<file path="config.mk">
export PLATFORM = sky130hd
export DESIGN_NAME = swp_panel
export DESIGN_NICKNAME = d
export VERILOG_FILES = /design/src/inc/swp_pkg.sv /design/src/verilog/swp_panel.sv
export SDC_FILE = /design/constraint.sdc
export NUM_CORES = 1
export LEC_CHECK = 0
export BUFFER_PORTS_ARGS = -buffer_cell sky130_fd_sc_hd__clkbuf_2
export CAP_MARGIN = 0
export CORE_UTILIZATION = 45
export CTS_CLUSTER_SIZE = 28
export DETAILED_ROUTE_END_ITERATION = 10
export GPL_ROUTABILITY_DRIVEN = 0
export GPL_TIMING_DRIVEN = 0
export SETUP_SLACK_MARGIN = 0.4
export SKIP_LAST_GASP = 1
export SLEW_MARGIN = 40
export SYNTH_ARGS = -nofsm -noshare
export SYNTH_HDL_FRONTEND = slang
export SYNTH_SLANG_ARGS = --single-unit
</file>
<file path="constraint.sdc">
create_clock -name i_clk -period 13.55 [get_ports i_clk]
set_clock_uncertainty 0.05 [all_clocks]
set_input_delay 1.355 -clock i_clk [delete_from_list [all_inputs] [get_ports i_clk]]
set_output_delay 1.355 -clock i_clk [all_outputs]
set_load 0.02 [all_outputs]
</file>
<file path="src/inc/swp_pkg.sv">
// ------------------------------------------------------------
// Behaviour
// RQ1: User buttons hold slots one/three, two/four
// RQ2: Shifted functions last only while shift held
// RQ3: Crosspoint n selects input n, shifted n+5
// RQ4: Menu pages or chroma marker make shortcuts
// RQ5: Dial edits blinking setting, hold restores default; code skips the default for network settings
// RQ6: Dial sets duration while transition button held
// RQ7: Long menu hold toggles menu and indicator
// RQ8: Fade indicator lit out, blinks in, off done
// RQ9: Cut runs transition, indicator lit meanwhile
// RQ10: Auto runs over duration, indicator lit meanwhile
// RQ11: Auto press halts run, next resumes remainder
// RQ12: Auto continues from midway lever position
// RQ13: Lever drives progress, takes over past progress
// RQ14: Mix weights always sum to full scale
// RQ15: Mix and wipe mutually exclusive with indicators
// RQ16: Dial steps wipe pattern while wipe held
// RQ17: Exactly one bus tally indicator lit
// RQ18: At most one delegation indicator lit
// RQ19: Delegation state chooses crosspoint target bus
// RQ20: Background rows feed bus A and B
// RQ21: Auxiliary A row picks outputs, B inputs
// RQ22: Picture in picture uses B row only
// RQ23: Buttons debounced, long hold classified
// ------------------------------------------------------------
package swp_pkg;
    localparam int NB = 25;
    localparam int B_USER = 0, B_SHIFT = 2, B_DIAL = 3, B_MENU = 4, B_PICTURE_IN_PICTURE = 5;
    localparam int B_KEY = 6, B_FTB = 7, B_CUT = 8, B_AUTO = 9, B_MIX = 10;
    localparam int B_WIPE = 11, B_DLG = 12, B_XA = 15, B_XB = 20;
    localparam int CLK_NS = 5;
    localparam int DEB_NS = 5_000_000;
    localparam int DEB_CYC = (DEB_NS + CLK_NS - 1) / CLK_NS;
    localparam int DEB_MS = 5;
    localparam int LONG_MS = 1000;
    localparam logic [7:0] LONG_TICKS = 8'(LONG_MS / DEB_MS);
    localparam int CUT_NS = 1000;
    localparam logic [7:0] CUT_CYC = 8'((CUT_NS + CLK_NS - 1) / CLK_NS);
    localparam int PW = 10;
    localparam logic [9:0] PMAX = 10'h3ff;
    localparam logic [15:0] DUR_RST = 16'h0040;
    localparam logic [7:0] R_CTRL = 8'h00, R_STAT = 8'h04, R_DUR = 8'h08, R_SRC = 8'h18;
    localparam logic [1:0] RSP_OK = 2'h0, RSP_ERR = 2'h2;
    localparam logic [1:0] BM_AB = 2'h0, BM_PGMA = 2'h1, BM_PGMB = 2'h2;
    localparam logic [2:0] PG_WIPE = 3'h2, PG_PICTURE_IN_PICTURE = 3'h3, PG_KEYADJ = 3'h5;
    localparam logic [3:0] SRC_OUT = 4'ha;
    localparam int D_AUTO = 0, D_FTB = 1, D_PICTURE_IN_PICTURE = 2, D_KEY = 3;

    typedef enum logic [2:0] {AT_IDLE = 3'b001, AT_RUN = 3'b010, AT_HOLD = 3'b100} swp_at_t;
    typedef enum logic [3:0] {
        FT_IDLE = 4'b0001, FT_OUT = 4'b0010, FT_BLACK = 4'b0100, FT_IN = 4'b1000
    } swp_ft_t;

    typedef struct packed {
        logic        awvalid;
        logic [7:0]  awaddr;
        logic        wvalid;
        logic [31:0] wdata;
        logic [3:0]  wstrb;
        logic        bready;
        logic        arvalid;
        logic [7:0]  araddr;
        logic        rready;
    } swp_axi_req_t;

    typedef struct packed {
        logic        awready;
        logic        wready;
        logic        bvalid;
        logic [1:0]  bresp;
        logic        arready;
        logic        rvalid;
        logic [31:0] rdata;
        logic [1:0]  rresp;
    } swp_axi_rsp_t;

    typedef struct packed {
        logic       shift, onscreen_menu, picture_in_picture, key, fade_to_black, cut, auto_run, mix, wipe, tally_a, tally_b;
        logic [2:0] dlg;
        logic [4:0] xa, xb;
    } swp_led_t;

    typedef struct packed {
        logic       user_evt;
        logic [1:0] user_slot;
        logic       user_short, set_step, set_up, field_right, set_dflt;
        logic       menu_on, picture_in_picture_on, key_on, wipe_sel;
        logic [3:0] pattern;
        logic       on_air_b;
        logic [3:0] bus_a, bus_b, aux, pip, kfill, ksrc;
        logic [9:0] mix_wa, mix_wb, ftb_level;
    } swp_cmd_t;
endpackage : swp_pkg

</file>
<file path="src/verilog/swp_panel.sv">
// The implementer's own choices: the placing of the registers and the AXI4-Lite slave port.
`timescale 1ns/1ps
module swp_panel
    import swp_pkg::*;
#(
    parameter int P_DEB_CYC = DEB_CYC
)(
    // Clock and reset
    input  wire logic          i_clk,
    input  wire logic          i_arst_n,
    // Register bus
    input  wire swp_axi_req_t  i_axi,
    output      swp_axi_rsp_t  o_axi,
    // Panel controls
    input  wire logic [NB-1:0] i_btn,
    input  wire logic [PW-1:0] i_lever,
    input  wire logic          i_dial_step,
    input  wire logic          i_dial_up,
    // Menu context
    input  wire logic [2:0]    i_menu_page,
    input  wire logic          i_chroma_marker,
    input  wire logic          i_blinking,
    input  wire logic          i_net_setting,
    // Indicators and commands
    output      swp_led_t      o_led,
    output      swp_cmd_t      o_cmd
);
    typedef struct packed {
        logic [19:0]        tick;
        logic [NB-1:0]      samp, stab;
        logic [NB-1:0][7:0] hold;
        logic [5:0]         blink;
        logic [1:0]         bus_mode;
        swp_at_t            at;
        logic [PW-1:0]      prog, lev_last;
        logic               lev_dir;
        logic [15:0]        step, fstep;
        swp_ft_t            ft;
        logic [7:0]         cut;
        logic [3:0][15:0]   dur;
        logic               aw_ok, w_ok;
        logic [7:0]         awaddr;
        logic [31:0]        wdata;
        logic [3:0]         wstrb;
        swp_axi_rsp_t       rsp;
        swp_led_t           led;
        swp_cmd_t           cmd;
    } swp_state_t;

    swp_state_t    q, d;
    logic [NB-1:0] eq, nst, pr, lg, hl;
    logic          tick, shf, moved, takeover, done, cut_go;
    logic [PW-1:0] eff;

    function automatic logic [3:0] crosspoint_input(input int n, input logic s);
        crosspoint_input = 4'(n) + (s ? 4'h5 : 4'h0);
    endfunction : crosspoint_input

    function automatic logic [15:0] adj(input logic [15:0] v, input logic up);
        if (up)
            adj = (v == 16'hffff) ? v : v + 16'h1;
        else
            adj = (v == 16'h1) ? v : v - 16'h1;
    endfunction : adj

    function automatic logic [31:0] wmask(input logic [31:0] o, input logic [31:0] n,
                                          input logic [3:0] s);
        for (int b = 0; b < 4; b++)
            wmask[8*b+:8] = s[b] ? n[8*b+:8] : o[8*b+:8];
    endfunction : wmask

    // ------------------------------------------------------------
    // Button conditioning
    // ------------------------------------------------------------
    assign tick = q.tick == 20'(P_DEB_CYC - 1);
    assign eq = ~(q.samp ^ i_btn);
    assign nst = tick ? ((eq & i_btn) | (~eq & q.stab)) : q.stab; // see RQ23
    assign pr = nst & ~q.stab;
    assign shf = q.stab[B_SHIFT];
    assign eff = q.lev_dir ? PMAX - i_lever : i_lever;
    assign moved = i_lever != q.lev_last;
    assign takeover = moved && q.at != AT_IDLE && eff > q.prog; // see RQ13

    always_comb
    begin
        for (int i = 0; i < NB; i++)
        begin
            hl[i] = q.stab[i] && q.hold[i] == LONG_TICKS;
            lg[i] = tick && q.stab[i] && q.hold[i] == LONG_TICKS - 8'h01; // see RQ23
        end
    end

    // ------------------------------------------------------------
    // Next state
    // ------------------------------------------------------------
    always_comb
    begin
        d = q;
        done = 1'b0;
        cut_go = 1'b0;
        d.cmd.user_evt = 1'b0;
        d.cmd.set_step = 1'b0;
        d.cmd.field_right = 1'b0;
        d.cmd.set_dflt = 1'b0;
        d.tick = tick ? 20'h0 : q.tick + 20'h1;
        d.stab = nst;
        if (tick)
        begin
            d.samp = i_btn;
            d.blink = q.blink + 6'h1;
        end
        for (int i = 0; i < NB; i++)
        begin
            if (!nst[i])
                d.hold[i] = 8'h0;
            else if (tick && q.hold[i] != LONG_TICKS)
                d.hold[i] = q.hold[i] + 8'h1;
        end
        // User buttons, shift picks the upper slot
        for (int u = 0; u < 2; u++)
        begin
            if (pr[B_USER + u])
            begin
                d.cmd.user_evt = 1'b1;
                d.cmd.user_slot = {shf, 1'(u)}; // see RQ1 see RQ2
                d.cmd.user_short = i_chroma_marker ||
                    i_menu_page inside {PG_WIPE, PG_PICTURE_IN_PICTURE, PG_KEYADJ}; // see RQ4
            end
        end
        if (lg[B_MENU])
            d.cmd.menu_on = !q.cmd.menu_on; // see RQ7
        // Dial
        if (i_dial_step)
        begin
            if (hl[B_AUTO])
                d.dur[D_AUTO] = adj(q.dur[D_AUTO], i_dial_up); // see RQ6
            else if (hl[B_FTB])
                d.dur[D_FTB] = adj(q.dur[D_FTB], i_dial_up);
            else if (hl[B_PICTURE_IN_PICTURE])
                d.dur[D_PICTURE_IN_PICTURE] = adj(q.dur[D_PICTURE_IN_PICTURE], i_dial_up);
            else if (hl[B_KEY])
                d.dur[D_KEY] = adj(q.dur[D_KEY], i_dial_up);
            else if (hl[B_WIPE])
                d.cmd.pattern = i_dial_up ? q.cmd.pattern + 4'h1
                                          : q.cmd.pattern - 4'h1; // see RQ16
            else if (i_blinking)
            begin
                d.cmd.set_step = 1'b1; // see RQ5
                d.cmd.set_up = i_dial_up;
            end
        end
        if (pr[B_DIAL] && i_blinking)
            d.cmd.field_right = 1'b1; // see RQ5
        if (lg[B_DIAL] && i_blinking && !i_net_setting)
            d.cmd.set_dflt = 1'b1; // see RQ5
        // Transition type and keyer switches
        if (pr[B_MIX])
            d.cmd.wipe_sel = 1'b0; // see RQ15
        else if (pr[B_WIPE])
            d.cmd.wipe_sel = 1'b1;
        if (pr[B_PICTURE_IN_PICTURE])
            d.cmd.picture_in_picture_on = !q.cmd.picture_in_picture_on;
        if (pr[B_KEY])
            d.cmd.key_on = !q.cmd.key_on;
        // Delegation: bit 0 aux, bit 1 picture in picture, bit 2 key
        for (int k = 0; k < 3; k++)
        begin
            if (pr[B_DLG + k])
                d.led.dlg = q.led.dlg[k] ? 3'h0 : 3'(1 << k); // see RQ18
        end
        // Crosspoint rows
        for (int n = 0; n < 5; n++)
        begin
            if (pr[B_XA + n])
            begin
                case (q.led.dlg) // see RQ19
                    3'h0: d.cmd.bus_a = crosspoint_input(n, shf); // see RQ3 see RQ20
                    3'h1: d.cmd.aux = SRC_OUT + 4'(n); // see RQ21
                    3'h4: d.cmd.ksrc = crosspoint_input(n, shf);
                    default: ;
                endcase
            end
            if (pr[B_XB + n])
            begin
                case (q.led.dlg)
                    3'h0: d.cmd.bus_b = crosspoint_input(n, shf); // see RQ20
                    3'h1: d.cmd.aux = crosspoint_input(n, shf); // see RQ21
                    3'h2: d.cmd.pip = crosspoint_input(n, shf); // see RQ22
                    3'h4: d.cmd.kfill = crosspoint_input(n, shf);
                    default: ;
                endcase
            end
        end
        // Transition engine
        d.lev_last = i_lever;
        if (takeover || (moved && q.at == AT_IDLE))
        begin
            d.at = AT_IDLE;
            d.prog = eff; // see RQ13
            d.step = 16'h0;
            if (eff == PMAX)
            begin
                done = 1'b1;
                d.lev_dir = !q.lev_dir;
            end
        end
        else
        begin
            case (q.at)
                AT_IDLE:
                    if (pr[B_AUTO])
                        d.at = AT_RUN; // see RQ10 see RQ12
                AT_RUN:
                begin
                    if (pr[B_AUTO])
                        d.at = AT_HOLD; // see RQ11
                    else if (q.step + 16'h1 >= q.dur[D_AUTO])
                    begin
                        d.step = 16'h0;
                        d.prog = q.prog + 10'h1; // see RQ10
                        if (q.prog == PMAX - 10'h1)
                            done = 1'b1;
                    end
                    else
                        d.step = q.step + 16'h1;
                end
                AT_HOLD:
                    if (pr[B_AUTO])
                        d.at = AT_RUN; // see RQ11
                default: d.at = AT_IDLE;
            endcase
        end
        if (pr[B_CUT] && q.cut == 8'h0 && q.at == AT_IDLE)
        begin
            cut_go = 1'b1;
            d.cut = CUT_CYC; // see RQ9
        end
        else if (q.cut != 8'h0)
        begin
            d.cut = q.cut - 8'h1;
            if (q.cut == 8'h1)
                done = 1'b1;
        end
        if (done)
        begin
            d.prog = 10'h0;
            d.at = AT_IDLE;
            d.step = 16'h0;
            if (q.bus_mode == BM_AB)
                d.cmd.on_air_b = !q.cmd.on_air_b;
            else
            begin
                d.cmd.bus_a = q.cmd.bus_b;
                d.cmd.bus_b = q.cmd.bus_a;
            end
        end
        // Fade to black
        case (q.ft)
            FT_IDLE:
                if (pr[B_FTB])
                    d.ft = FT_OUT;
            FT_OUT, FT_IN:
            begin
                if (q.fstep + 16'h1 >= q.dur[D_FTB])
                begin
                    d.fstep = 16'h0;
                    if (q.ft == FT_OUT)
                    begin
                        d.cmd.ftb_level = q.cmd.ftb_level + 10'h1;
                        if (q.cmd.ftb_level == PMAX - 10'h1)
                            d.ft = FT_BLACK; // see RQ8
                    end
                    else
                    begin
                        d.cmd.ftb_level = q.cmd.ftb_level - 10'h1;
                        if (q.cmd.ftb_level == 10'h1)
                            d.ft = FT_IDLE; // see RQ8
                    end
                end
                else
                    d.fstep = q.fstep + 16'h1;
            end
            FT_BLACK:
                if (pr[B_FTB])
                    d.ft = FT_IN;
            default: d.ft = FT_IDLE;
        endcase
        // Register bus
        d.rsp.bvalid = q.rsp.bvalid && !i_axi.bready;
        d.rsp.rvalid = q.rsp.rvalid && !i_axi.rready;
        if (i_axi.awvalid && q.rsp.awready)
        begin
            d.aw_ok = 1'b1;
            d.awaddr = i_axi.awaddr;
        end
        if (i_axi.wvalid && q.rsp.wready)
        begin
            d.w_ok = 1'b1;
            d.wdata = i_axi.wdata;
            d.wstrb = i_axi.wstrb;
        end
        if (q.aw_ok && q.w_ok && !q.rsp.bvalid)
        begin
            d.aw_ok = 1'b0;
            d.w_ok = 1'b0;
            d.rsp.bvalid = 1'b1;
            d.rsp.bresp = RSP_OK;
            case (q.awaddr)
                R_CTRL: d.bus_mode = 2'(wmask({30'h0, q.bus_mode}, q.wdata, q.wstrb));
                R_DUR, R_DUR + 8'h4, R_DUR + 8'h8, R_DUR + 8'hc:
                    d.dur[q.awaddr[3:2] + 2'h2] =
                        16'(wmask({16'h0, q.dur[q.awaddr[3:2] + 2'h2]}, q.wdata, q.wstrb));
                default: d.rsp.bresp = RSP_ERR;
            endcase
        end
        if (i_axi.arvalid && q.rsp.arready)
        begin
            d.rsp.rvalid = 1'b1;
            d.rsp.rresp = RSP_OK;
            case (i_axi.araddr)
                R_CTRL: d.rsp.rdata = {30'h0, q.bus_mode};
                R_STAT: d.rsp.rdata = {10'h0, q.ft, q.at, q.led.dlg, q.cmd.on_air_b,
                                       q.cmd.menu_on, q.prog};
                R_DUR, R_DUR + 8'h4, R_DUR + 8'h8, R_DUR + 8'hc:
                    d.rsp.rdata = {16'h0, q.dur[i_axi.araddr[3:2] + 2'h2]};
                R_SRC: d.rsp.rdata = {8'h0, q.cmd.ksrc, q.cmd.kfill, q.cmd.pip,
                                      q.cmd.aux, q.cmd.bus_b, q.cmd.bus_a};
                default:
                begin
                    d.rsp.rdata = 32'h0;
                    d.rsp.rresp = RSP_ERR;
                end
            endcase
        end
        d.rsp.arready = !d.rsp.rvalid;
        d.rsp.awready = !d.aw_ok && !d.rsp.bvalid;
        d.rsp.wready = !d.w_ok && !d.rsp.bvalid;
        // Indicators
        if (d.bus_mode != BM_AB)
            d.cmd.on_air_b = d.bus_mode == BM_PGMB;
        d.led.tally_b = d.cmd.on_air_b; // see RQ17
        d.led.tally_a = !d.cmd.on_air_b;
        d.led.shift = nst[B_SHIFT]; // see RQ2
        d.led.onscreen_menu = d.cmd.menu_on; // see RQ7
        d.led.picture_in_picture = d.cmd.picture_in_picture_on;
        d.led.key = d.cmd.key_on;
        d.led.fade_to_black = d.ft == FT_OUT || (d.ft == FT_IN && q.blink[5]); // see RQ8
        d.led.cut = d.cut != 8'h0; // see RQ9
        d.led.auto_run = d.at == AT_RUN; // see RQ10
        d.led.mix = !d.cmd.wipe_sel; // see RQ15
        d.led.wipe = d.cmd.wipe_sel;
        d.cmd.mix_wb = d.prog;
        d.cmd.mix_wa = PMAX - d.prog; // see RQ14
        for (int n = 0; n < 5; n++)
        begin
            case (d.led.dlg)
                3'h0:
                begin
                    d.led.xa[n] = d.cmd.bus_a == crosspoint_input(n, nst[B_SHIFT]);
                    d.led.xb[n] = d.cmd.bus_b == crosspoint_input(n, nst[B_SHIFT]);
                end
                3'h1:
                begin
                    d.led.xa[n] = d.cmd.aux == SRC_OUT + 4'(n);
                    d.led.xb[n] = d.cmd.aux == crosspoint_input(n, nst[B_SHIFT]);
                end
                3'h2:
                begin
                    d.led.xa[n] = 1'b0;
                    d.led.xb[n] = d.cmd.pip == crosspoint_input(n, nst[B_SHIFT]);
                end
                3'h4:
                begin
                    d.led.xa[n] = d.cmd.ksrc == crosspoint_input(n, nst[B_SHIFT]);
                    d.led.xb[n] = d.cmd.kfill == crosspoint_input(n, nst[B_SHIFT]);
                end
                default:
                begin
                    d.led.xa[n] = 1'b0;
                    d.led.xb[n] = 1'b0;
                end
            endcase
        end
    end

    always_ff @(posedge i_clk or negedge i_arst_n)
    begin
        if (!i_arst_n)
        begin
            q <= '0;
            q.at <= AT_IDLE;
            q.ft <= FT_IDLE;
            q.dur <= {4{DUR_RST}};
            q.bus_mode <= BM_PGMA;
            q.led.tally_a <= 1'b1;
            q.led.mix <= 1'b1;
            q.cmd.mix_wa <= PMAX;
        end
        else
        begin
            q <= d;
        end
    end

    assign o_axi = q.rsp;
    assign o_led = q.led;
    assign o_cmd = q.cmd;
endmodule : swp_panel

</file>
-- Word level (Yosys, flattened, before mapping)
Index checks and enable logic that the tools add are counted.
- bits in registers: 415
- input port bits: 102
- word-level logic and storage cells: 484
- add/sub/neg operators: 37
- magnitude comparators: 6
- equality and inequality tests: 103
- muxes and demuxes: 182
- bitwise gates (word level): 13
- reductions and logical operators: 76
- operators by type and width (cell ; count):
    $mux W16 ; 31
    $mux W4 ; 59
    $mux W8 ; 19
    $mux W64 ; 2
    $eq A4 B4 Y1 ; 30
    $add A16 B1 Y16 const B ; 6
    $pmux W24 S4 ; 1
    $and A25 B25 Y25 ; 3
    $not A25 Y25 ; 3
    $mux W66 ; 1
    $bmux W16 S2 ; 2
    $bwmux W64 ; 1
    $eq A16 B1 Y1 const B ; 4
    $eq A16 B16 Y1 const B ; 4
    $sub A16 B1 Y16 const B ; 4
    $add A8 B1 Y8 const B ; 7
    $eq A8 B8 Y1 const B ; 7
    $ne A8 B8 Y1 const B ; 7
    $mux W10 ; 5
    $mux W48 ; 1
    $eq A8 B5 Y1 const B ; 5
    $logic_and A1 B1 Y1 ; 35
    $mux W35 ; 1
    $demux W16 S2 ; 1
    63 further kinds ; 178

-- Longest topological paths before layout
Gate-level depths: netlist of run 1.
- depth after elaboration: 30
- mapped depth: 20
- mapped depth without buffers: 19

-- Worst setup path after synthesis of run 1
Ideal clock, no wire load.
- path type: input to register
- from: input port i_lever[4]
- to: register q (netlist bit o_led[3])
- setup time: 0.087 ns
- data arrival time: 4.730 ns
- data required time: 13.413 ns
- path slack: 8.683 ns
- stages on the path: 13
- cell sequence: xnor2_1 > inv_1 > ha_1 > a21oi_1 > a21boi_0 > o311ai_0 > a21oi_1 > o311ai_2 > nand2_1 > mux2_2 > mux2_2 > or4b_1 > a211oi_2
- RTL lines (what ; line ; text):
    start, declared ; swp_panel.sv:16 ; input wire logic [PW-1:0] i_lever,
    end, declared ; swp_panel.sv:50 ; swp_state_t q, d;

-- Worst setup path in the final report of run 1
- from: register q[274] in the netlist's numbering
- to: register q[279] in the netlist's numbering
- cells in the longest elaborated chain, start to end: 11
- elaborated cells between the ends (all ways): 17
- classes of those cells: 1 x add/sub; 1 x order compare; 1 x eq/ne; 12 x mux; 2 x reduce/logical
- ends and longest elaborated chain (what ; line ; text):
    $add A16 B1 Y16 * ; swp_panel.sv:217, swp_panel.sv:225 ;
    $ge A16 B16 Y1 ; swp_panel.sv:217 ; else if (q.step + 16'h1 >= q.dur[D_AUTO])
    $mux W1 ; swp_panel.sv:217 ;
    $mux W1 ; swp_panel.sv:215 ; if (pr[B_AUTO])
    $mux W1 ; swp_panel.sv:209 ; case (q.at)
    $mux W1 ; swp_panel.sv:196 ; if (takeover || (moved && q.at == AT_IDLE))
    $mux W1 ; swp_panel.sv:241 ; if (q.cut == 8'h1)
    $mux W1 ; swp_panel.sv:238 ; else if (q.cut != 8'h0)
    $mux W1 ; swp_panel.sv:233 ; if (pr[B_CUT] && q.cut == 8'h0 && q.at == AT_IDLE)
    $ne A3 B1 Y1 (no source line) or $reduce_bool A3 Y1 (tied branches) ; -- ;
    $reduce_and A2 Y1 (no source line) ; -- ;
Every way passes the cells marked *; elsewhere a longest branch is shown, timed or not. The select of a mux whose other input is x is not followed.
A chain may end at the register's enable or synchronous reset.

==> impl_metrics.json, run 1 <==
{
  "antenna_found_initial": 2,
  "relSlewSlack_pct": 35.4,
  "ys_seq_elements": 404,
  "synthCells": 2846,
  "synth-xor-area-share_pct": 6.87,
  "crit_fanout": 10,
  "hold_class": "reg -> reg",
  "cts_tree": "yes",
  "worst_pin_slew_ns": 0.942,
  "ys_warn_count": 0,
  "cts.sinks": 404,
  "synth_enable_flop_cells": 0,
  "synth_area_um2": 25500,
  "multi_input_area_um2": 13400,
  "via_per_inst": 5.83,
  "synth_simple_gate_area_share_pct": 19.8,
  "seq_area_frac_synth_pct": 39.8,
  "num_antenna_cells": 0,
  "synth-compound-area-share_pct": 14.5,
  "end_kind": "flop",
  "port_buffers": 208,
  "start_kind": "flop",
  "detail_route.wl_per_cell_um": 20.2,
  "cts_setup_buffers": 0,
  "slew_viol_final": 0,
  "dr.pass1.iters": 9,
  "dieArea_um2": 57600,
  "grt_usage_pct": 27.3,
  "first_global_vias": 21642,
  "total_power_mw": 3.77,
  "drc": 0,
  "tns_ns": 0,
  "pin_count": 238,
  "regArea_um2": 10100,
  "vias": 22760,
  "synth_mux_area_share_pct": 6.92,
  "routed_wirelength_mm": 78.9,
  "finalCritPeriodShare_pct": 44.7,
  "synth_cell_types": 86,
  "fmax_mhz": 165,
  "final_common_cell": "dfrtp_1",
  "grt_first_pass_wirelength_mm": 123,
  "crit_required_ns": 13.98,
  "area_delta_synth_final_pct": 15.4,
  "leakagePower_nw": 13.3,
  "postRouteAntennaNets": 0,
  "cp_data_arrival_time_ns": 6.49,
  "synth_top_family_by_area": "simple AND/OR/NAND/NOR gates",
  "worstSkewPairLatency_ns": 0.59,
  "root_buffer": "clkbuf_16",
  "grt_max_degree": 70,
  "die_x_um": 240,
  "initial_core_util_pct": 45.9,
  "drive_gt1_share_pct": 18.0,
  "post_cts_resized": 0,
  "rsz0062_at_grt": "no",
  "nFillCells": 5090,
  "status": "finished, final reports clean",
  "setup_violations": 0,
  "die_h_um": 240,
  "dp_hpwl_mm": 59.8,
  "synth-main-ff-cell": "dfrtp_1",
  "cts-hold-fix-buffers": 0,
  "synthAdderAreaFrac_pct": 4.10,
  "placementRows": 86,
  "h-tree-depth": 2,
  "finalHoldViolations": 0,
  "layout_common_cells": "dfrtp_1, nand2_1, o21ai_0, nor2_1, clkbuf_2",
  "overflow": 0,
  "core_um2": 55500,
  "worstSetupPathType": "reg -> reg",
  "clkSlewWorstSetupHoldPaths_ns": 0.06,
  "synth.avg_cell_area_um2": 8.96,
  "power_density_nw_per_um2": 128,
  "cts_inserted_buffers": 47,
  "cap_viol_max_count": 0,
  "max-vdd-ir-drop_mv": 0.0926,
  "async_flop_share_pct": 100,
  "drt_iter0_markers": 2247,
  "cts_max_path_buffers": 3,
  "nNetsFinal": 3303,
  "period_needed_ns": 6.06
}
==> path summary, 6_finish.rpt <==
| path | start | to | slack (ns) | cells past startpoint |
|---|---|---|---|---|
| worst min-delay path | q[572] | q[572] | 0.43 | 1 |
| worst min register to register | q[572] | q[572] | 0.43 | 1 |
| min in group asynchronous | i_arst_n | o_axi[35] | 0.64 | 1 |
| worst max register to register | q[274] | q[279] | 7.49 | 19 |
| max in group asynchronous | i_arst_n | o_led[16] | 11.67 | 3 |
| worst max-delay path | q[274] | q[279] | 7.49 | 19 |
==> sequential cells by signal (all words and copies together) (netlist names) <==
signal  count
o_axi      31
o_cmd      71
o_led      18
q         284
==> cells by family after synthesis <==
family,Yosys count
and+or+nand+nor,1019
AOI/OAI and AO/OA,595
buffers and inverters,413
DFF,404
xor gates and xnor gates,200
muxes,131
adders and majority gates,83
other,1
==> power by group <==
group / internal [mW] / switching, mW
combinational: 0.376 / 0.602
sequential: 1.32 / 0.123
clock: 0.822 / 0.528
total: 2.52 / 1.25
==> critical path, stage by stage (launching register included) <==
cell	delay (ns)
dfrtp_1	0.44
ha_1	0.27
nand3_1	0.17
nor2_1	0.22
and3_1	0.28
and3_1	0.26
and3_1	0.26
nand3_1	0.11
xnor2_1	0.21
ha_1	0.29
and4_1	0.24
a221oi_1	0.36
o31a_1	0.45
o311a_1	0.41
clkbuf_1	0.42
nand2_1	0.19
nor2_1	0.60
clkbuf_1	0.44
o21ai_0	0.16
o41ai_1	0.09
==> per-layer routing <==
layer	vias to the layer above	GRT usage, %	share of wire [%]
li1	10491	-	-
met1	11091	37.3	43
met2	985	43.7	46
met3	191	4.55	7.9
met4	2	9.71	3.7
met5	-	0	0.016
==> area by class of cell <==
type	count	area share, %
Tap cell	748	3.18
Buffer	281	5.35
Sequential cell	404	34.4
Clock buffer	75	4.86
Inverter	132	1.68
Multi-Input combinational cell	2038	45.6
Timing Repair Buffer	214	4.13
Clock inverter	13	0.791
==> cell usage after synthesis, types with 32 or more instances <==
library cell,n,area (um^2)
dfrtp_1,385,9630
nand2_1,288,1080
o21ai_0,244,1220
nor2_1,240,901
buf_4,136,1020
inv_1,131,492
a21oi_1,128,641
clkbuf_1,127,477
xnor2_1,115,1010
nand3_1,107,536
xor2_1,85,744
ha_1,82,1030
nor3_1,65,325
nand4_1,59,369
mux2i_1,58,581
and3_1,43,269
mux2_2,41,462
nand2b_1,37,231
mux4_2,32,721
==> metrics by stage <==
step / setup slack, ns / cells / hold slack [ns] / area [um^2] / util (%)
floorplan: 8.68 / 2855 / 0.388 / 25500 / -
global placement: 1.87 / 3811 / 0.407 / 27500 / 49.5
detailed placement: 7.65 / 3817 / 0.413 / 27700 / 49.9
CTS: 7.65 / 3905 / 0.429 / 29400 / 52.9
global route: 7.01 / 3905 / 0.443 / 29400 / 53.0
finish: 7.49 / 3905 / 0.425 / 29400 / 53.0
Power figures use the tool's default switching activity.
==> inputs of run 2 (changes only) <==
- ABC_AREA: not set -> 1
- clock period: 13.55 -> 6.3 ns (I/O delays scaled with it)
==> run 2 against run 1 <==
Cell area grew 2.6%. Routed wire length grew 3.7%. Count of clock-buffer cells in the layout shrank 9. Area after synthesis grew 2.9%. Setup slack lost 6.2 ns. Non-clock buffer count shrank 56. Critical path depth grew 3. Power grew 130%. Via count grew 8.6%. First-iteration DRC count shrank 9.5%. Critical path type unchanged. Largest cell class unchanged. Largest power group unchanged.
==> impl_metrics.json, run 2 <==
{
  "synth.top_cell.area_share_pct": 36.7,
  "cap_viol_max_count": 0,
  "synth_commonest_cells": "nand2_1, inv_1, dfrtp_1, nor2_1, a21oi_1",
  "nFillCells": 5738,
  "pin_count": 238,
  "die_x_um": 243,
  "cts_tree": "yes",
  "synth_enable_flop_cells": 0,
  "synth-main-ff-cell": "dfrtp_1",
  "nNetsFinal": 4033,
  "cts_setup_buffers": 0,
  "dr.pass1.iters": 6,
  "drt_iter0_markers": 2034,
  "rsz0062_at_grt": "no",
  "synth_area_leaders": "dfrtp_1, nand2_1, inv_1, nor2_1, a21oi_1",
  "synth.most_common_cell": "nand2_1",
  "postRouteAntennaNets": 0,
  "max-vdd-ir-drop_mv": 0.231,
  "layout_common_cells": "nand2_1, inv_1, dfrtp_1, nor2_1, a21oi_1",
  "cts.sinks": 404,
  "cts_inserted_buffers": 48,
  "r2r_cells": 22,
  "period_needed_ns": 4.99,
  "finalCritPeriodShare_pct": 79.2,
  "worst_pin_slew_ns": 0.950,
  "grt_usage_pct": 27.5,
  "grt_max_degree": 68,
  "ys_seq_elements": 404,
  "largest_reg_flops": 284,
  "dp_hpwl_mm": 62.9,
  "area_delta_synth_final_pct": 15.0,
  "power_density_nw_per_um2": 286,
  "synth.avg_cell_area_um2": 7.35,
  "clkSlewWorstSetupHoldPaths_ns": 0.06,
  "leakagePower_nw": 15.1,
  "critPathMostFrequentCell": "inv_1",
  "yosysTopAreaCell": "dfrtp_1",
  "ys_warn_count": 0,
  "synth_area_um2": 26200,
  "root_buffer": "clkbuf_16",
  "antenna_found_initial": 0,
  "regToRegSetupSlack_ns": 1.31,
  "status": "finished, final reports clean",
  "hold-path-endpoint": "q[297]",
  "detail_route.wl_per_cell_um": 17.6,
  "seq_area_frac_synth_pct": 38.6,
  "r2r-end": "q[261]",
  "initial_core_util_pct": 45.5,
  "slew_viol_final": 0,
  "post_cts_resized": 0,
  "fin_cells": 4652,
  "crit_required_ns": 6.76,
  "top_register": "q",
  "final_common_cell": "nand2_1",
  "core_um2": 57700,
  "finalHoldViolations": 0,
  "drc": 0,
  "cpPeakStageDelay_ns": 0.51,
  "timing.rr.start": "q[260]",
  "async_flop_share_pct": 100,
  "synthCells": 3570,
  "first_global_vias": 22852,
  "worstSetupPathType": "reg -> reg",
  "drive_gt1_share_pct": 14.0,
  "end_kind": "flop",
  "hold_class": "in -> reg",
  "grt_first_pass_wirelength_mm": 128,
  "num_antenna_cells": 0,
  "via_per_inst": 5.31,
  "tns_ns": 0,
  "cts_max_path_buffers": 3,
  "dp_cells": 4562,
  "crit_fanout": 10,
  "port_buffers": 208,
  "relSlewSlack_pct": 36.7,
  "h-tree-depth": 2,
  "vias": 24709,
  "die_h_um": 243,
  "overflow": 0,
  "path_buf_inv": 7,
  "cts-hold-fix-buffers": 1,
  "total_power_mw": 8.64,
  "cp_data_arrival_time_ns": 5.45,
  "setup_violations": 0,
  "crit_chain": "inv_1 -> nor3_1 -> inv_1 -> nor3_2 -> inv_1 -> nor3_1 -> nand2_1 -> nor2_1 -> nand2_1 -> nor3_1 -> inv_1 -> nor3_2 -> xor2_1 -> ha_1 -> nand4_1 -> inv_1 -> a2111oi_0 -> nand3_1 -> inv_1 -> clkbuf_1 -> nand3_1 -> o21ai_0",
  "dieArea_um2": 59300,
  "placementRows": 88,
  "min-delay-start": "i_lever[6]",
  "min_path_cells": 1,
  "worstSkewPairLatency_ns": 0.61,
  "synth_cell_types": 68,
  "fmax_mhz": 200,
  "routed_wirelength_mm": 81.8,
  "path_delay_family": "simple AND/OR/NAND/NOR gates",
  "crit_path_top_delay_cell": "nand3_1",
  "start_kind": "flop"
}
[run 2: cell count changes in the layout (fill, tap and decap cells not counted), moves of 28 or more]
cell,change
clkbuf_1,-61
mux4_2,-32
nand2_1,+432
xnor2_1,-90
mux2_2,-39
mux2i_1,-38
nor2_1,+104
and3_1,-39
inv_1,+352
nand2b_1,-37
or3_1,-30
nor3_1,+28
a21oi_1,+125
nand3_1,+96
[run 2: worst max path at each step]
stage / from / to / slack, ns / depth (start not counted)
floorplan: q[260] / o_cmd[8] / 2.54 / 23
global placement: i_arst_n / q[178] / -4.90 / 1
detailed placement: q[260] / q[268] / 1.37 / 22
CTS: q[260] / q[268] / 1.33 / 22
global route: q[260] / q[265] / 0.68 / 22
finish: q[260] / q[261] / 1.31 / 22
[run 2: per-layer routing]
metal  wire, um  vias to the layer above  global-route usage, %
met2      36300                      847                   43.3
met3       5410                      200                   3.59
met1      36500                    11436                   37.9
li1           -                    12226                      -
met4       3610                        0                   11.6
met5          0                        -                      0
[run 2: power breakdown]
| part | internal (mW) | total (mW) | switching (mW) |
|---|---|---|---|
| Combinational | 0.751 | 2.46 | 1.71 |
| Clock | 1.75 | 2.93 | 1.18 |
| Sequential | 2.90 | 3.24 | 0.346 |
| Total | 5.40 | 8.64 | 3.24 |
[run 2: area by class of cell]
cell class	count	area (um^2)	area share, %
Multi-Input combinational cell	2439	12900	42.7
Inverter	516	1940	6.42
Buffer	220	1360	4.51
Timing Repair Buffer	219	1250	4.16
Clock buffer	66	1390	4.61
Clock inverter	23	270	0.896
Sequential cell	404	10100	33.6
Tap cell	765	957	3.17
[run 2: per-stage QoR]
stage / worst slack (ns) / area, um^2 / utilization (%) / hold WS, ns
6_report: 1.31 / 30200 / 52.3 / 0.150
5_1_grt: 0.682 / 30200 / 52.3 / 0.134
4_1_cts: 1.33 / 30200 / 52.3 / 0.129
3_5_place_dp: 1.37 / 28500 / 49.4 / 0.403
3_3_place_gp: -4.90 / 28300 / 49.0 / 0.403
2_1_floorplan: 2.54 / 26300 / - / 0.284
[run 2: logic make-up after synthesis]
family,Yosys count,share of synthesized area (%)
compound gates,695,14.9
xor+xnor,112,3.74
fa+ha+maj,88,4.18
buf+inv,736,12.6
flops,404,38.6
mux,18,0.696
other cells,1,0.0143
simple gates,1516,25.3
==> inputs of run 3 (changes only) <==
- clock period: 6.3 -> 4.83 ns (I/O delays scaled with it)
==> run 3 against run 2 <==
Hold slack got worse by 0.12 ns. Die area unchanged. Flip-flop and latch count unchanged. Fmax increased by 23%. Count of clock-buffer cells in the layout unchanged. Critical endpoint is now o_cmd[8]. Largest cell class unchanged. Highest routed layer unchanged.
==> impl_metrics.json, run 3 (synthesized netlist as in run 2, its figures left out) <==
{
  "cts_max_path_buffers": 3,
  "grt_max_degree": 68,
  "min_path_cells": 3,
  "initial_core_util_pct": 45.5,
  "layout_common_cells": "nand2_1, inv_1, dfrtp_1, nor2_1, a21oi_1",
  "root_buffer": "clkbuf_16",
  "drive_gt1_share_pct": 15.0,
  "grt_usage_pct": 27.5,
  "cap_viol_max_count": 0,
  "status": "finished, final reports clean",
  "max-vdd-ir-drop_mv": 0.296,
  "relSlewSlack_pct": 37.4,
  "first_global_vias": 22929,
  "finalCoreUtilization_pct": 52.9,
  "regToRegSetupSlack_ns": 0.78,
  "area_delta_synth_final_pct": 16.3,
  "slew_viol_final": 0,
  "routed_wirelength_mm": 82.4,
  "setup_violations": 0,
  "crit_fanout": 6,
  "dr.pass1.iters": 5,
  "h-tree-depth": 2,
  "final_common_cell": "nand2_1",
  "min-delay-start": "i_axi[16]",
  "drc": 0,
  "end_kind": "flop",
  "hold-path-endpoint": "q[141]",
  "postRouteAntennaNets": 0,
  "drt_iter0_markers": 2200,
  "fin_hold_ws_ns": 0.0307,
  "cts.sinks": 404,
  "r2r-end": "o_cmd[8]",
  "rsz0062_at_grt": "no",
  "pin_count": 238,
  "finalCritPeriodShare_pct": 83.9,
  "largest_reg_flops": 284,
  "dieArea_um2": 59300,
  "dp_cells": 4562,
  "hold_class": "in -> reg",
  "detail_route.wl_per_cell_um": 17.6,
  "worst_pin_slew_ns": 0.939,
  "fmax_mhz": 247,
  "design_area_um2": 30500,
  "antenna_found_initial": 0,
  "cp_data_arrival_time_ns": 4.52,
  "crit_path_start": "q[260]",
  "r2r_cells": 24,
  "start_kind": "flop",
  "overflow": 0,
  "path_buf_inv": 5,
  "power_density_nw_per_um2": 370,
  "clkSlewWorstSetupHoldPaths_ns": 0.06,
  "core_um2": 57700,
  "crit_required_ns": 5.29,
  "dp_hpwl_mm": 62.9,
  "path_delay_family": "simple AND/OR/NAND/NOR gates",
  "post_dp_cell_area_um2": 28500,
  "cts_inserted_buffers": 48,
  "die_x_um": 243,
  "finalHoldViolations": 0,
  "timing.rr.start": "q[260]",
  "cts_tree": "yes",
  "leakagePower_nw": 15.3,
  "crit_chain": "inv_1 -> nor3_4 -> inv_1 -> nor3_2 -> inv_1 -> nor3_4 -> nand2_1 -> nor2_1 -> nand2_1 -> nor3_2 -> inv_1 -> nor3_2 -> xor2_1 -> ha_1 -> nand4_1 -> nor3_2 -> nand3_1 -> nand3_2 -> buf_4 -> nand2_4 -> a211oi_4 -> o21ai_0 -> a21oi_1 -> xor2_1",
  "num_antenna_cells": 0,
  "fin_cells": 4671,
  "top_register": "q",
  "via_per_inst": 5.31,
  "grt_first_pass_wirelength_mm": 129,
  "period_needed_ns": 4.05,
  "cpPeakStageDelay_ns": 0.35,
  "die_h_um": 243,
  "crit_path_top_delay_cell": "dfrtp_1",
  "worstSetupPathType": "reg -> reg",
  "port_buffers": 208,
  "worstSkewPairLatency_ns": 0.60,
  "nNetsFinal": 4052,
  "vias": 24786,
  "placementRows": 88,
  "total_power_mw": 11.3
}
run 3: cell count changes in the layout (fill, tap and decap cells not counted), sizes merged:
cell	before	now
clkbuf	345	344
dlygate4sd3	1	8
buf	159	172
run 3: through the flow:
stage	setup WS, ns	setup TNS (ns)
5_1_grt	0.326	0
3_3_place_gp	-6.23	-2422.18
4_1_cts	0.408	0
6_report	0.779	0
3_5_place_dp	-0.105	-0.864
2_1_floorplan	1.07	0
run 3: repair_timing:
item,in CTS,in global routing
buffers inserted,3,9
hold endpoints to repair,39,0
resized for setup,10,40
gates cloned,0,0
endpoints found under the setup margin,49,59
pin swaps,1,11
hold buffers,8,0
run 3: worst max-delay path by stage:
stage	end	cells after the start
2_1_floorplan	o_cmd[8]	23
3_3_place_gp	q[178]	1
3_5_place_dp	q[268]	22
4_1_cts	q[268]	23
5_1_grt	o_led[2]	28
6_report	o_cmd[8]	24
run 3: final cells by class:
type | instances | area [um^2]
buffer | 220 | 1380
timing repair buffer | 238 | 1420
clock inverter | 23 | 270
clock buffer | 66 | 1390
multi-input combinational | 2439 | 13000
sequential | 404 | 10100
inverter | 516 | 1940
fill | 5709 | 27200
tap | 765 | 957
run 3: worst reg2reg max path, stage by stage (launching register included):
cell and delay (ns):
dfrtp_1 0.35, inv_1 0.08, nor3_4 0.21, inv_1 0.07, nor3_2 0.19, inv_1 0.11, nor3_4 0.15, nand2_1 0.09
nor2_1 0.09, nand2_1 0.11, nor3_2 0.24, inv_1 0.09, nor3_2 0.12, xor2_1 0.27, ha_1 0.22, nand4_1 0.14
nor3_2 0.23, nand3_1 0.12, nand3_2 0.09, buf_4 0.17, nand2_4 0.11, a211oi_4 0.25, o21ai_0 0.11, a21oi_1 0.16
xor2_1 0.16
run 3: where the power goes:
part | switching [mW] | internal, mW | leakage (nW)
sequential | 0.453 | 3.78 | 4.79
combinational | 2.24 | 0.983 | 9.66
clock | 1.54 | 2.29 | 0.817
total | 4.23 | 7.05 | 15.3
run 3: layer usage:
layer / vias up / share of wire (%) / routed length (um) / GRT usage, %
li1: 12259 / - / - / -
met1: 11506 / 44 / 36500 / 38.0
met2: 830 / 45 / 36900 / 43.5
met3: 191 / 6.6 / 5420 / 3.61
met4: 0 / 4.3 / 3520 / 11.6
met5: - / 0 / 0 / 0
